`config.mk`:
```
export PLATFORM = sky130hd
export DESIGN_NAME = pplsp_top
export DESIGN_NICKNAME = d
export VERILOG_FILES = /design/src/design/pplsp_pkg.sv /design/src/design/pplsp_lane.sv /design/src/design/pplsp_top.sv
export SDC_FILE = /design/constraint.sdc
export NUM_CORES = 1
export LEC_CHECK = 0
export BUFFER_PORTS_ARGS = -buffer_cell sky130_fd_sc_hd__buf_2
export CAP_MARGIN = 10
export CORE_AREA = 2 2 295 297
export DETAILED_ROUTE_END_ITERATION = 8
export DIE_AREA = 0 0 297 299
export SYNTH_ARGS = -nofsm -noshare
export SYNTH_HDL_FRONTEND = slang
export SYNTH_HIERARCHICAL = 1
export SYNTH_SLANG_ARGS = --single-unit
```
`constraint.sdc`:
```
create_clock -name clock -period 25.4 [get_ports clock]
set_clock_uncertainty 0.05 [all_clocks]
set_input_delay 7.62 -clock clock [delete_from_list [all_inputs] [get_ports clock]]
set_output_delay 7.62 -clock clock [all_outputs]
set_load 0.02 [all_outputs]
```
`src/design/pplsp_pkg.sv`:
```
// Shared constants for the per-lane symbol port block
package pplsp_pkg;

	// ----------------------------------------------------------------
	// Geometry
	// ----------------------------------------------------------------
	localparam int          PPLSP_LANES_DEF  = 8;
	localparam int          PPLSP_LANES_MAX  = 8;
	localparam int          PPLSP_WORD_W     = 16;
	localparam int          PPLSP_KIND_W     = 2;
	localparam int          PPLSP_COND_W     = 3;
	localparam int          PPLSP_PWR_W      = 2;
	localparam int          PPLSP_ADDR_W     = 8;
	localparam int          PPLSP_DATA_W     = 32;
	localparam int          PPLSP_CNT_W      = 16;

	// ----------------------------------------------------------------
	// Register byte offsets
	// ----------------------------------------------------------------
	localparam logic [7:0]  PPLSP_OFS_INVERT   = 8'h00;
	localparam logic [7:0]  PPLSP_OFS_COMPLY   = 8'h04;
	localparam logic [7:0]  PPLSP_OFS_TXQUIET  = 8'h08;
	localparam logic [7:0]  PPLSP_OFS_POWER    = 8'h0c;
	localparam logic [7:0]  PPLSP_OFS_DETECT   = 8'h10;
	localparam logic [7:0]  PPLSP_OFS_LANESTAT = 8'h14;
	localparam logic [7:0]  PPLSP_OFS_IRQSTAT  = 8'h18;
	localparam logic [7:0]  PPLSP_OFS_IRQMASK  = 8'h1c;
	localparam logic [7:0]  PPLSP_OFS_COND     = 8'h20;
	localparam logic [7:0]  PPLSP_OFS_CLKCNT   = 8'h24;

	// ----------------------------------------------------------------
	// Field bases inside status words
	// ----------------------------------------------------------------
	localparam int          PPLSP_FLD_A = 0;
	localparam int          PPLSP_FLD_B = 8;
	localparam int          PPLSP_FLD_C = 16;
	localparam int          PPLSP_FLD_D = 24;

	// ----------------------------------------------------------------
	// Codes
	// ----------------------------------------------------------------
	localparam logic [2:0]  PPLSP_COND_OK       = 3'h0;
	localparam logic [2:0]  PPLSP_COND_DETECTED = 3'h3;
	localparam logic [2:0]  PPLSP_COND_DEC_ERR  = 3'h4;
	localparam logic [1:0]  PPLSP_PWR_P0        = 2'h0;
	localparam logic [1:0]  PPLSP_PWR_P0S       = 2'h1;
	localparam logic [1:0]  PPLSP_PWR_P1        = 2'h2;
	localparam logic [1:0]  PPLSP_PWR_RSVD      = 2'h3;

	// ----------------------------------------------------------------
	// Reset values
	// ----------------------------------------------------------------
	localparam logic [31:0] PPLSP_RST_ZERO      = 32'h0000_0000;
	localparam logic [7:0]  PPLSP_RST_TXQUIET   = 8'hff;
	localparam logic [15:0] PPLSP_RST_POWER     = 16'h0000;

endpackage : pplsp_pkg

```
`src/design/pplsp_lane.sv`:
```
// One lane of the symbol port: data registers, idle synchroniser, event detection
module pplsp_lane
	import pplsp_pkg::*;
(
	input  wire logic        clock,
	input  wire logic        rst_sync_b,
	input  wire logic [15:0] user_tx_word,
	input  wire logic [1:0]  user_tx_kind,
	input  wire logic [15:0] rx_lane_word,
	input  wire logic [1:0]  rx_symbol_kind,
	input  wire logic        rx_symbol_locked,
	input  wire logic [2:0]  rx_lane_condition,
	input  wire logic        rx_line_quiet,
	input  wire logic        phy_op_done,
	input  wire logic        lane_channel_bonded,
	output logic      [15:0] tx_lane_word,
	output logic      [1:0]  tx_symbol_kind,
	output logic      [15:0] user_rx_word,
	output logic      [1:0]  user_rx_kind,
	output logic             user_rx_valid,
	output logic             quiet_synced,
	output logic             bonded,
	output logic             done_event,
	output logic             error_event,
	output logic             detect_event,
	output logic      [2:0]  cond_held
);

	typedef struct packed {
		logic        q1;
		logic        q2;
		logic [15:0] tx_word;
		logic [1:0]  tx_kind;
		logic [15:0] rx_word;
		logic [1:0]  rx_kind;
		logic        rx_valid;
		logic        bonded;
		logic        done;
		logic        err;
		logic        det;
		logic [2:0]  cond;
	} pplsp_lane_state_t;

	pplsp_lane_state_t s;
	pplsp_lane_state_t next_s;

	always_comb
	begin
		next_s          = s;
		next_s.q1       = rx_line_quiet;
		next_s.q2       = s.q1;
		next_s.tx_word  = user_tx_word;
		next_s.tx_kind  = user_tx_kind;
		next_s.rx_valid = rx_symbol_locked;
		next_s.rx_word  = rx_symbol_locked ? rx_lane_word : 16'h0000;
		next_s.rx_kind  = rx_symbol_locked ? rx_symbol_kind : 2'h0;
		next_s.bonded   = lane_channel_bonded;
		next_s.done     = phy_op_done;
		next_s.err      = rx_symbol_locked && (rx_lane_condition >= PPLSP_COND_DEC_ERR);
		next_s.det      = phy_op_done && (rx_lane_condition == PPLSP_COND_DETECTED);
		if (rx_symbol_locked || phy_op_done)
		begin
			next_s.cond = rx_lane_condition;
		end
	end

	always_ff @(posedge clock or negedge rst_sync_b)
	begin
		if (!rst_sync_b)
		begin
			s <= '0;
		end
		else
		begin
			s <= next_s;
		end
	end

	assign tx_lane_word   = s.tx_word;
	assign tx_symbol_kind = s.tx_kind;
	assign user_rx_word   = s.rx_word;
	assign user_rx_kind   = s.rx_kind;
	assign user_rx_valid  = s.rx_valid;
	assign quiet_synced   = s.q2;
	assign bonded         = s.bonded;
	assign done_event     = s.done;
	assign error_event    = s.err;
	assign detect_event   = s.det;
	assign cond_held      = s.cond;

endmodule : pplsp_lane

```
`src/design/pplsp_top.sv`:
```
// Per-lane symbol port toward the serial transceivers, with register port and interrupt
//
// The strobed register port and the placing of the registers are this design's own decisions.
module pplsp_top
	import pplsp_pkg::*;
#(
	parameter int LANES = PPLSP_LANES_DEF
)
(
	input  wire logic                    clock,
	input  wire logic                    rst_b,
	input  wire logic [7:0]              reg_addr,
	input  wire logic [31:0]             reg_wdata,
	input  wire logic                    reg_write,
	input  wire logic                    reg_read,
	output logic      [31:0]             reg_rdata,
	output logic                         irq,
	input  wire logic                    lane_interface_clock,
	input  wire logic [LANES-1:0][15:0]  user_tx_word,
	input  wire logic [LANES-1:0][1:0]   user_tx_kind,
	output logic      [LANES-1:0][15:0]  user_rx_word,
	output logic      [LANES-1:0][1:0]   user_rx_kind,
	output logic      [LANES-1:0]        user_rx_valid,
	input  wire logic [LANES-1:0]        lane_channel_bonded,
	input  wire logic [LANES-1:0][1:0]   rx_symbol_kind,
	input  wire logic [LANES-1:0][15:0]  rx_lane_word,
	input  wire logic [LANES-1:0]        rx_line_quiet,
	input  wire logic [LANES-1:0]        phy_op_done,
	output logic      [LANES-1:0]        rx_invert_request,
	input  wire logic [LANES-1:0][2:0]   rx_lane_condition,
	input  wire logic [LANES-1:0]        rx_symbol_locked,
	output logic      [LANES-1:0][1:0]   tx_symbol_kind,
	output logic      [LANES-1:0]        tx_force_neg_disparity,
	output logic      [LANES-1:0][15:0]  tx_lane_word,
	output logic      [LANES-1:0]        tx_line_quiet,
	output logic      [LANES-1:0][1:0]   tx_power_state,
	output logic                         far_end_detect_request
);

	// ----------------------------------------------------------------
	// Parameter check
	// ----------------------------------------------------------------
	if (LANES < 1 || LANES > PPLSP_LANES_MAX)
	begin : g_bad_lanes
		$error("LANES must lie between one and eight");
	end

	if (PPLSP_PWR_W * LANES > $bits(PPLSP_RST_POWER))
	begin : g_bad_power
		$error("power codes of all lanes must fit the power register");
	end

	// ----------------------------------------------------------------
	// Functions
	// ----------------------------------------------------------------
	// Accept a new power code per lane unless it is the reserved code
	function automatic logic [15:0] pplsp_power_merge(
		input logic [15:0] old_val,
		input logic [31:0] wr_val
	);
		logic [15:0] res;
		res = old_val;
		for (int i = 0; i < LANES; i++)
		begin
			if (wr_val[i*PPLSP_PWR_W +: PPLSP_PWR_W] != PPLSP_PWR_RSVD)
			begin
				res[i*PPLSP_PWR_W +: PPLSP_PWR_W] = wr_val[i*PPLSP_PWR_W +: PPLSP_PWR_W];
			end
		end
		return res;
	endfunction : pplsp_power_merge

	// Place a lane vector into one byte field of a 32-bit word
	function automatic logic [31:0] pplsp_field(
		input logic [7:0] lanes_val,
		input int         base
	);
		logic [31:0] res;
		res = PPLSP_RST_ZERO;
		for (int i = 0; i < LANES; i++)
		begin
			res[base + i] = lanes_val[i];
		end
		return res;
	endfunction : pplsp_field

	// Widen a vector of LANES bits to the full eight-lane field
	function automatic logic [7:0] pplsp_pad_lanes(
		input logic [LANES-1:0] lanes_val
	);
		logic [7:0] res;
		res = 8'h00;
		for (int i = 0; i < LANES; i++)
		begin
			res[i] = lanes_val[i];
		end
		return res;
	endfunction : pplsp_pad_lanes

	// Compliance may only force disparity on a sending lane in normal power
	function automatic logic [7:0] pplsp_comply_gate(
		input logic [7:0]  comply_val,
		input logic [7:0]  quiet_val,
		input logic [15:0] power_val
	);
		logic [7:0] res;
		res = 8'h00;
		for (int i = 0; i < LANES; i++)
		begin
			res[i] = comply_val[i] && !quiet_val[i]
			      && (power_val[i*PPLSP_PWR_W +: PPLSP_PWR_W] == PPLSP_PWR_P0);
		end
		return res;
	endfunction : pplsp_comply_gate

	// ----------------------------------------------------------------
	// Reset synchroniser
	// ----------------------------------------------------------------
	logic rst_meta_b;
	logic rst_sync_b;

	always_ff @(posedge clock or negedge rst_b)
	begin
		if (!rst_b)
		begin
			rst_meta_b <= 1'b0;
			rst_sync_b <= 1'b0;
		end
		else
		begin
			rst_meta_b <= 1'b1;
			rst_sync_b <= rst_meta_b;
		end
	end

	// ----------------------------------------------------------------
	// Lanes
	// ----------------------------------------------------------------
	logic [7:0]      quiet_synced;
	logic [7:0]      bonded;
	logic [7:0]      done_event;
	logic [7:0]      error_event;
	logic [7:0]      detect_event;
	logic [7:0][2:0] cond_held;

	for (genvar g = 0; g < PPLSP_LANES_MAX; g++)
	begin : g_lane
		if (g < LANES)
		begin : g_used
			pplsp_lane u_lane (
				.clock               (clock),
				.rst_sync_b          (rst_sync_b),
				.user_tx_word        (user_tx_word[g]),
				.user_tx_kind        (user_tx_kind[g]),
				.rx_lane_word        (rx_lane_word[g]),
				.rx_symbol_kind      (rx_symbol_kind[g]),
				.rx_symbol_locked    (rx_symbol_locked[g]),
				.rx_lane_condition   (rx_lane_condition[g]),
				.rx_line_quiet       (rx_line_quiet[g]),
				.phy_op_done         (phy_op_done[g]),
				.lane_channel_bonded (lane_channel_bonded[g]),
				.tx_lane_word        (tx_lane_word[g]),
				.tx_symbol_kind      (tx_symbol_kind[g]),
				.user_rx_word        (user_rx_word[g]),
				.user_rx_kind        (user_rx_kind[g]),
				.user_rx_valid       (user_rx_valid[g]),
				.quiet_synced        (quiet_synced[g]),
				.bonded              (bonded[g]),
				.done_event          (done_event[g]),
				.error_event         (error_event[g]),
				.detect_event        (detect_event[g]),
				.cond_held           (cond_held[g])
			);
		end
		else
		begin : g_unused
			assign quiet_synced[g] = 1'b0;
			assign bonded[g]       = 1'b0;
			assign done_event[g]   = 1'b0;
			assign error_event[g]  = 1'b0;
			assign detect_event[g] = 1'b0;
			assign cond_held[g]    = PPLSP_COND_OK;
		end
	end

	// ----------------------------------------------------------------
	// Register state
	// ----------------------------------------------------------------
	typedef struct packed {
		logic [7:0]  invert;
		logic [7:0]  comply;
		logic [7:0]  txquiet;
		logic [15:0] power;
		logic        detect;
		logic [7:0]  quiet_prev;
		logic [31:0] irq_status;
		logic [31:0] irq_mask;
		logic [31:0] rdata;
		logic        lclk_s1;
		logic        lclk_s2;
		logic        lclk_s3;
		logic [15:0] lclk_count;
		logic [7:0]  force_neg;
		logic        irq;
	} pplsp_top_state_t;

	localparam pplsp_top_state_t PPLSP_TOP_RST = '{
		txquiet    : PPLSP_RST_TXQUIET,
		power      : PPLSP_RST_POWER,
		irq_status : PPLSP_RST_ZERO,
		irq_mask   : PPLSP_RST_ZERO,
		default    : '0
	};

	// Read value of one register; unmapped addresses read as zero
	function automatic logic [31:0] pplsp_read_word(
		input logic [7:0]       addr,
		input pplsp_top_state_t st,
		input logic [7:0]       valid_val,
		input logic [7:0]       bonded_val,
		input logic [7:0]       quiet_val,
		input logic [23:0]      cond_val
	);
		logic [31:0] res;
		res = PPLSP_RST_ZERO;
		case (addr)
			PPLSP_OFS_INVERT:   res = pplsp_field(st.invert, PPLSP_FLD_A);
			PPLSP_OFS_COMPLY:   res = pplsp_field(st.comply, PPLSP_FLD_A);
			PPLSP_OFS_TXQUIET:  res = pplsp_field(st.txquiet, PPLSP_FLD_A);
			PPLSP_OFS_POWER:    res = {16'h0000, st.power};
			PPLSP_OFS_DETECT:   res = {31'h0000_0000, st.detect};
			PPLSP_OFS_LANESTAT: res = pplsp_field(valid_val, PPLSP_FLD_A)
			                        | pplsp_field(bonded_val, PPLSP_FLD_B)
			                        | pplsp_field(quiet_val, PPLSP_FLD_C);
			PPLSP_OFS_IRQSTAT:  res = st.irq_status;
			PPLSP_OFS_IRQMASK:  res = st.irq_mask;
			PPLSP_OFS_COND:     res = {8'h00, cond_val};
			PPLSP_OFS_CLKCNT:   res = {16'h0000, st.lclk_count};
			default:            res = PPLSP_RST_ZERO;
		endcase
		return res;
	endfunction : pplsp_read_word

	pplsp_top_state_t s;
	pplsp_top_state_t next_s;

	logic [31:0] events;
	logic [31:0] rd_val;
	logic [7:0]  quiet_rise;

	always_comb
	begin
		quiet_rise     = quiet_synced & ~s.quiet_prev;
		events         = pplsp_field(done_event, PPLSP_FLD_A)
		               | pplsp_field(error_event, PPLSP_FLD_B)
		               | pplsp_field(detect_event, PPLSP_FLD_C)
		               | pplsp_field(quiet_rise, PPLSP_FLD_D);
		rd_val         = pplsp_read_word(reg_addr, s, pplsp_pad_lanes(user_rx_valid), bonded,
		                                 quiet_synced, cond_held);

		next_s            = s;
		next_s.quiet_prev = quiet_synced;
		next_s.rdata      = reg_read ? rd_val : PPLSP_RST_ZERO;
		next_s.lclk_s1    = lane_interface_clock;
		next_s.lclk_s2    = s.lclk_s1;
		next_s.lclk_s3    = s.lclk_s2;
		if (s.lclk_s2 && !s.lclk_s3)
		begin
			next_s.lclk_count = s.lclk_count + 16'h0001;
		end

		// Read clears status; a new event in the same cycle still lands
		if (reg_read && reg_addr == PPLSP_OFS_IRQSTAT)
		begin
			next_s.irq_status = events;
		end
		else
		begin
			next_s.irq_status = s.irq_status | events;
		end

		// Any completion pulse ends an outstanding detect or loopback request
		if (|done_event)
		begin
			next_s.detect = 1'b0;
		end

		if (reg_write)
		begin
			case (reg_addr)
				PPLSP_OFS_INVERT:  next_s.invert  = reg_wdata[7:0];
				PPLSP_OFS_COMPLY:  next_s.comply  = reg_wdata[7:0];
				PPLSP_OFS_TXQUIET: next_s.txquiet = reg_wdata[7:0];
				PPLSP_OFS_POWER:   next_s.power   = pplsp_power_merge(s.power, reg_wdata);
				PPLSP_OFS_DETECT:  next_s.detect  = reg_wdata[0] && !(|done_event);
				PPLSP_OFS_IRQMASK: next_s.irq_mask = reg_wdata;
				default:           next_s.detect  = next_s.detect;
			endcase
		end

		// Outputs come from the settled next state, so a write shows in the same cycle as its register
		next_s.force_neg = pplsp_comply_gate(next_s.comply, next_s.txquiet, next_s.power);
		next_s.irq       = |(next_s.irq_status & next_s.irq_mask);
	end

	always_ff @(posedge clock or negedge rst_sync_b)
	begin
		if (!rst_sync_b)
		begin
			s <= PPLSP_TOP_RST;
		end
		else
		begin
			s <= next_s;
		end
	end

	// ----------------------------------------------------------------
	// Outputs
	// ----------------------------------------------------------------
	assign reg_rdata              = s.rdata;
	assign irq                    = s.irq;
	assign far_end_detect_request = s.detect;

	always_comb
	begin
		for (int i = 0; i < LANES; i++)
		begin
			rx_invert_request[i]      = s.invert[i];
			tx_line_quiet[i]          = s.txquiet[i];
			tx_power_state[i]         = s.power[i*PPLSP_PWR_W +: PPLSP_PWR_W];
			tx_force_neg_disparity[i] = s.force_neg[i];
		end
	end

endmodule : pplsp_top

```
==> impl_metrics.json <==
{
  "status": "finished, final reports clean",
  "avgViaCountPerCell": 4.27,
  "p_leak_nw": 12.5,
  "syn_inst": 1281,
  "slowest_delay_ns": 0.64,
  "synth_ff_type": "dfrtp_1",
  "synthArstFlopShare_pct": 100,
  "route.vias.total": 13600,
  "area_growth_pct": 34.8,
  "placedCellCount": 3081,
  "cap_violations": 0,
  "seq_area_frac_synth_pct": 72.4,
  "finalHoldViolations": 0,
  "drt-total-wl_mm": 78.7,
  "reg2reg_depth": 3,
  "rsz0062_at_grt": "no",
  "critical_path_class": "in -> reg",
  "power.density_mw_per_mm2": 78.3,
  "worst-path-stages": 8,
  "tritoncts.num_buffers": 60,
  "initial_core_util_pct": 21.9,
  "syn_nets": 1671,
  "grt_overflow": 0,
  "hold_buffers": 0,
  "cp-end-kind": "flop",
  "maxSlewViolCount": 0,
  "die_w_um": 297,
  "row_count": 108,
  "post-route-min-period_ns": 10.71,
  "cts_tree": "done",
  "startpoint_type": "input port",
  "drt_iter0_markers": 1287,
  "grt_pass1_wl_mm": 108,
  "clock.fmax_ghz": 0.0934,
  "path_delay_family": "buffers and inverters",
  "die-area_mm2": 0.0888,
  "final_util_pct": 29.4,
  "placed_area_mm2": 0.0233,
  "path_clk_slew_ns": 0.06,
  "cts_resized": 0,
  "coreArea_mm2": 0.0859,
  "fin_cells": 3194,
  "crit_buf_inv": 3,
  "synth_edf_count": 0,
  "layout_commonest_cell": "buf_2",
  "dpl.hpwl_mm": 63.1,
  "yosys_warnings": 6,
  "ant_nets": 0,
  "synth_area_mm2": 0.0188,
  "layout.nets": 2378,
  "die_y_um": 299,
  "antenna_found_initial": 54,
  "grt_max_degree": 188,
  "ir_worst_vdd_v": 0.0000531,
  "crit_chain": "buf_2, clkinv_1, nor4_4, buf_4, mux2_2, a2111oi_2, o2111ai_1, or4_1",
  "drc": 0,
  "drt_pre_antenna_iters": 8,
  "clkLatencyLatePin_ns": 0.61,
  "cpMaxStageDelayCell": "nor4_4",
  "clockBufferDepth": 3,
  "power.total_w": 0.00198,
  "h-tree-depth": 2,
  "postLayoutCellArea_mm2": 0.0253,
  "finalCritPeriodShare_pct": 42.2,
  "place_congestion": 0.878,
  "netlist-cell-type-count": 53,
  "pin_count": 759,
  "grtUsageTotal_pct": 17.1,
  "cp_max_fo": 20,
  "tns_ns": 0,
  "port_buffers": 758,
  "grt_pass1_vias": 14000,
  "required_ns": 25.84,
  "routedWlPerCell_um": 24.6,
  "clock-root-buffer": "clkbuf_16",
  "final_cell_mix": "758 x buf_2, 534 x dfrtp_1, 157 x and2_1",
  "synth_seq_cells": 543,
  "maxSlewHeadroom_pct": 25.4,
  "worst_hold_path.num_cells": 0,
  "cts.sinks": 543,
  "worstPathArrival_ns": 11.15,
  "worstMarginPinSlew_ns": 1.12,
  "hp-class": "reg -> reg",
  "setup_viol": 0,
  "syn_area_per_cell_um2": 14.7,
  "layout-drive-gt1-share_pct": 46.2,
  "cts_setup_buffers": 0
}
-- power by group --
part | switching, W | total [W] | leakage [nW] | internal, W
clock network | 0.000358 | 0.000871 | 0.969 | 0.000513
logic | 0.000109 | 0.000170 | 4.87 | 0.0000616
registers | 0.0000306 | 0.000940 | 6.69 | 0.000910
-- layer usage --
layer / routed length, um / global-route usage, % / share of wire, % / vias to the layer above
li1: - / - / - / 5802
met2: 38200 / 28.6 / 49 / 708
met4: 2370 / 5.39 / 3.0 / 26
met5: 156 / 0 / 0.20 / -
met3: 8020 / 6.64 / 10 / 139
met1: 29900 / 20.3 / 38 / 6957
-- cells by family after synthesis --
logic type      share of synthesized area [%]
fa+ha+maj                              0.0666
other cells                            0.0200
mux                                      3.92
xor+xnor                                0.699
flops                                    72.4
compound gates                           7.77
simple gates                             10.1
buf+inv                                  5.06
-- synthesized netlist by cell type, drive strengths merged, types with 6 or more instances --
master    n  share of area [%]
dfrtp   535                 71
and2    157                5.2
buf     101                4.1
mux2     61                3.7
a22oi    59                2.4
nand2    41               0.82
nor2     41               0.93
clkbuf   27               0.54
a21oi    25               0.67
o41ai    24                1.1
a222oi   21                1.1
inv      20               0.40
o22a     16               0.75
a21o     13               0.52
nand4    13               0.43
and3     10               0.33
xnor2    10               0.47
nor4b     9               0.42
and4b     8               0.43
dfstp     8                1.1
a22o      6               0.28
nand2b    6               0.20
nand3     6               0.16
nor2b     6               0.20
nor3      6               0.19
nor4      6               0.23
-- area by class of cell --
class	count	area, um2
fillers	8920	60600
flip-flops and latches	543	13600
multi-input cells	589	4270
repair buffers	773	3920
clock buffers	84	1730
well taps	1155	1450
clock inverters	21	243
inverters	21	78.8
diodes	8	20.0
-- final timing paths --
kind | from | to | slack [ns]
max reg2reg | rst_sync_b$_DFF_PN0_ | g_lane[2].g_used.u_lane/tx_lane_word[9]$_DFF_PN0_ | 21.64
min in group asynchronous | rst_sync_b$_DFF_PN0_ | g_lane[2].g_used.u_lane/tx_symbol_kind[0]$_DFF_PN0_ | 0.43
min | g_lane[1].g_used.u_lane/next_s[44]$_DFF_PN0_ | g_lane[1].g_used.u_lane/quiet_synced$_DFF_PN0_ | 0.30
min reg2reg | g_lane[1].g_used.u_lane/next_s[44]$_DFF_PN0_ | g_lane[1].g_used.u_lane/quiet_synced$_DFF_PN0_ | 0.30
max in group asynchronous | rst_b | rst_sync_b$_DFF_PN0_ | 18.46
max | reg_addr[2] | irq$_DFF_PN0_ | 14.69
-- per-stage QoR --
stage,hold WS (ns),worst slack [ns]
after floorplan,0.281,9.11
after global placement,0.284,14.16
after detailed placement,0.287,14.14
after CTS,0.301,14.82
after global routing,0.304,14.63
final,0.299,14.69
-- registers in the layout, summed over array words and instances (netlist names), 2 cells and up --
register,count
g_lane.g_used.u_lane/bonded,8
g_lane.g_used.u_lane/cond_held,24
g_lane.g_used.u_lane/detect_event,8
g_lane.g_used.u_lane/done_event,8
g_lane.g_used.u_lane/error_event,8
g_lane.g_used.u_lane/next_s,8
g_lane.g_used.u_lane/quiet_synced,8
g_lane.g_used.u_lane/tx_lane_word,128
g_lane.g_used.u_lane/tx_symbol_kind,16
g_lane.g_used.u_lane/user_rx_kind,16
g_lane.g_used.u_lane/user_rx_valid,8
g_lane.g_used.u_lane/user_rx_word,128
next_s,2
reg_rdata,32
rx_invert_request,8
s,97
tx_force_neg_disparity,8
tx_line_quiet,8
tx_power_state,16
Power figures use the tool's default switching activity.
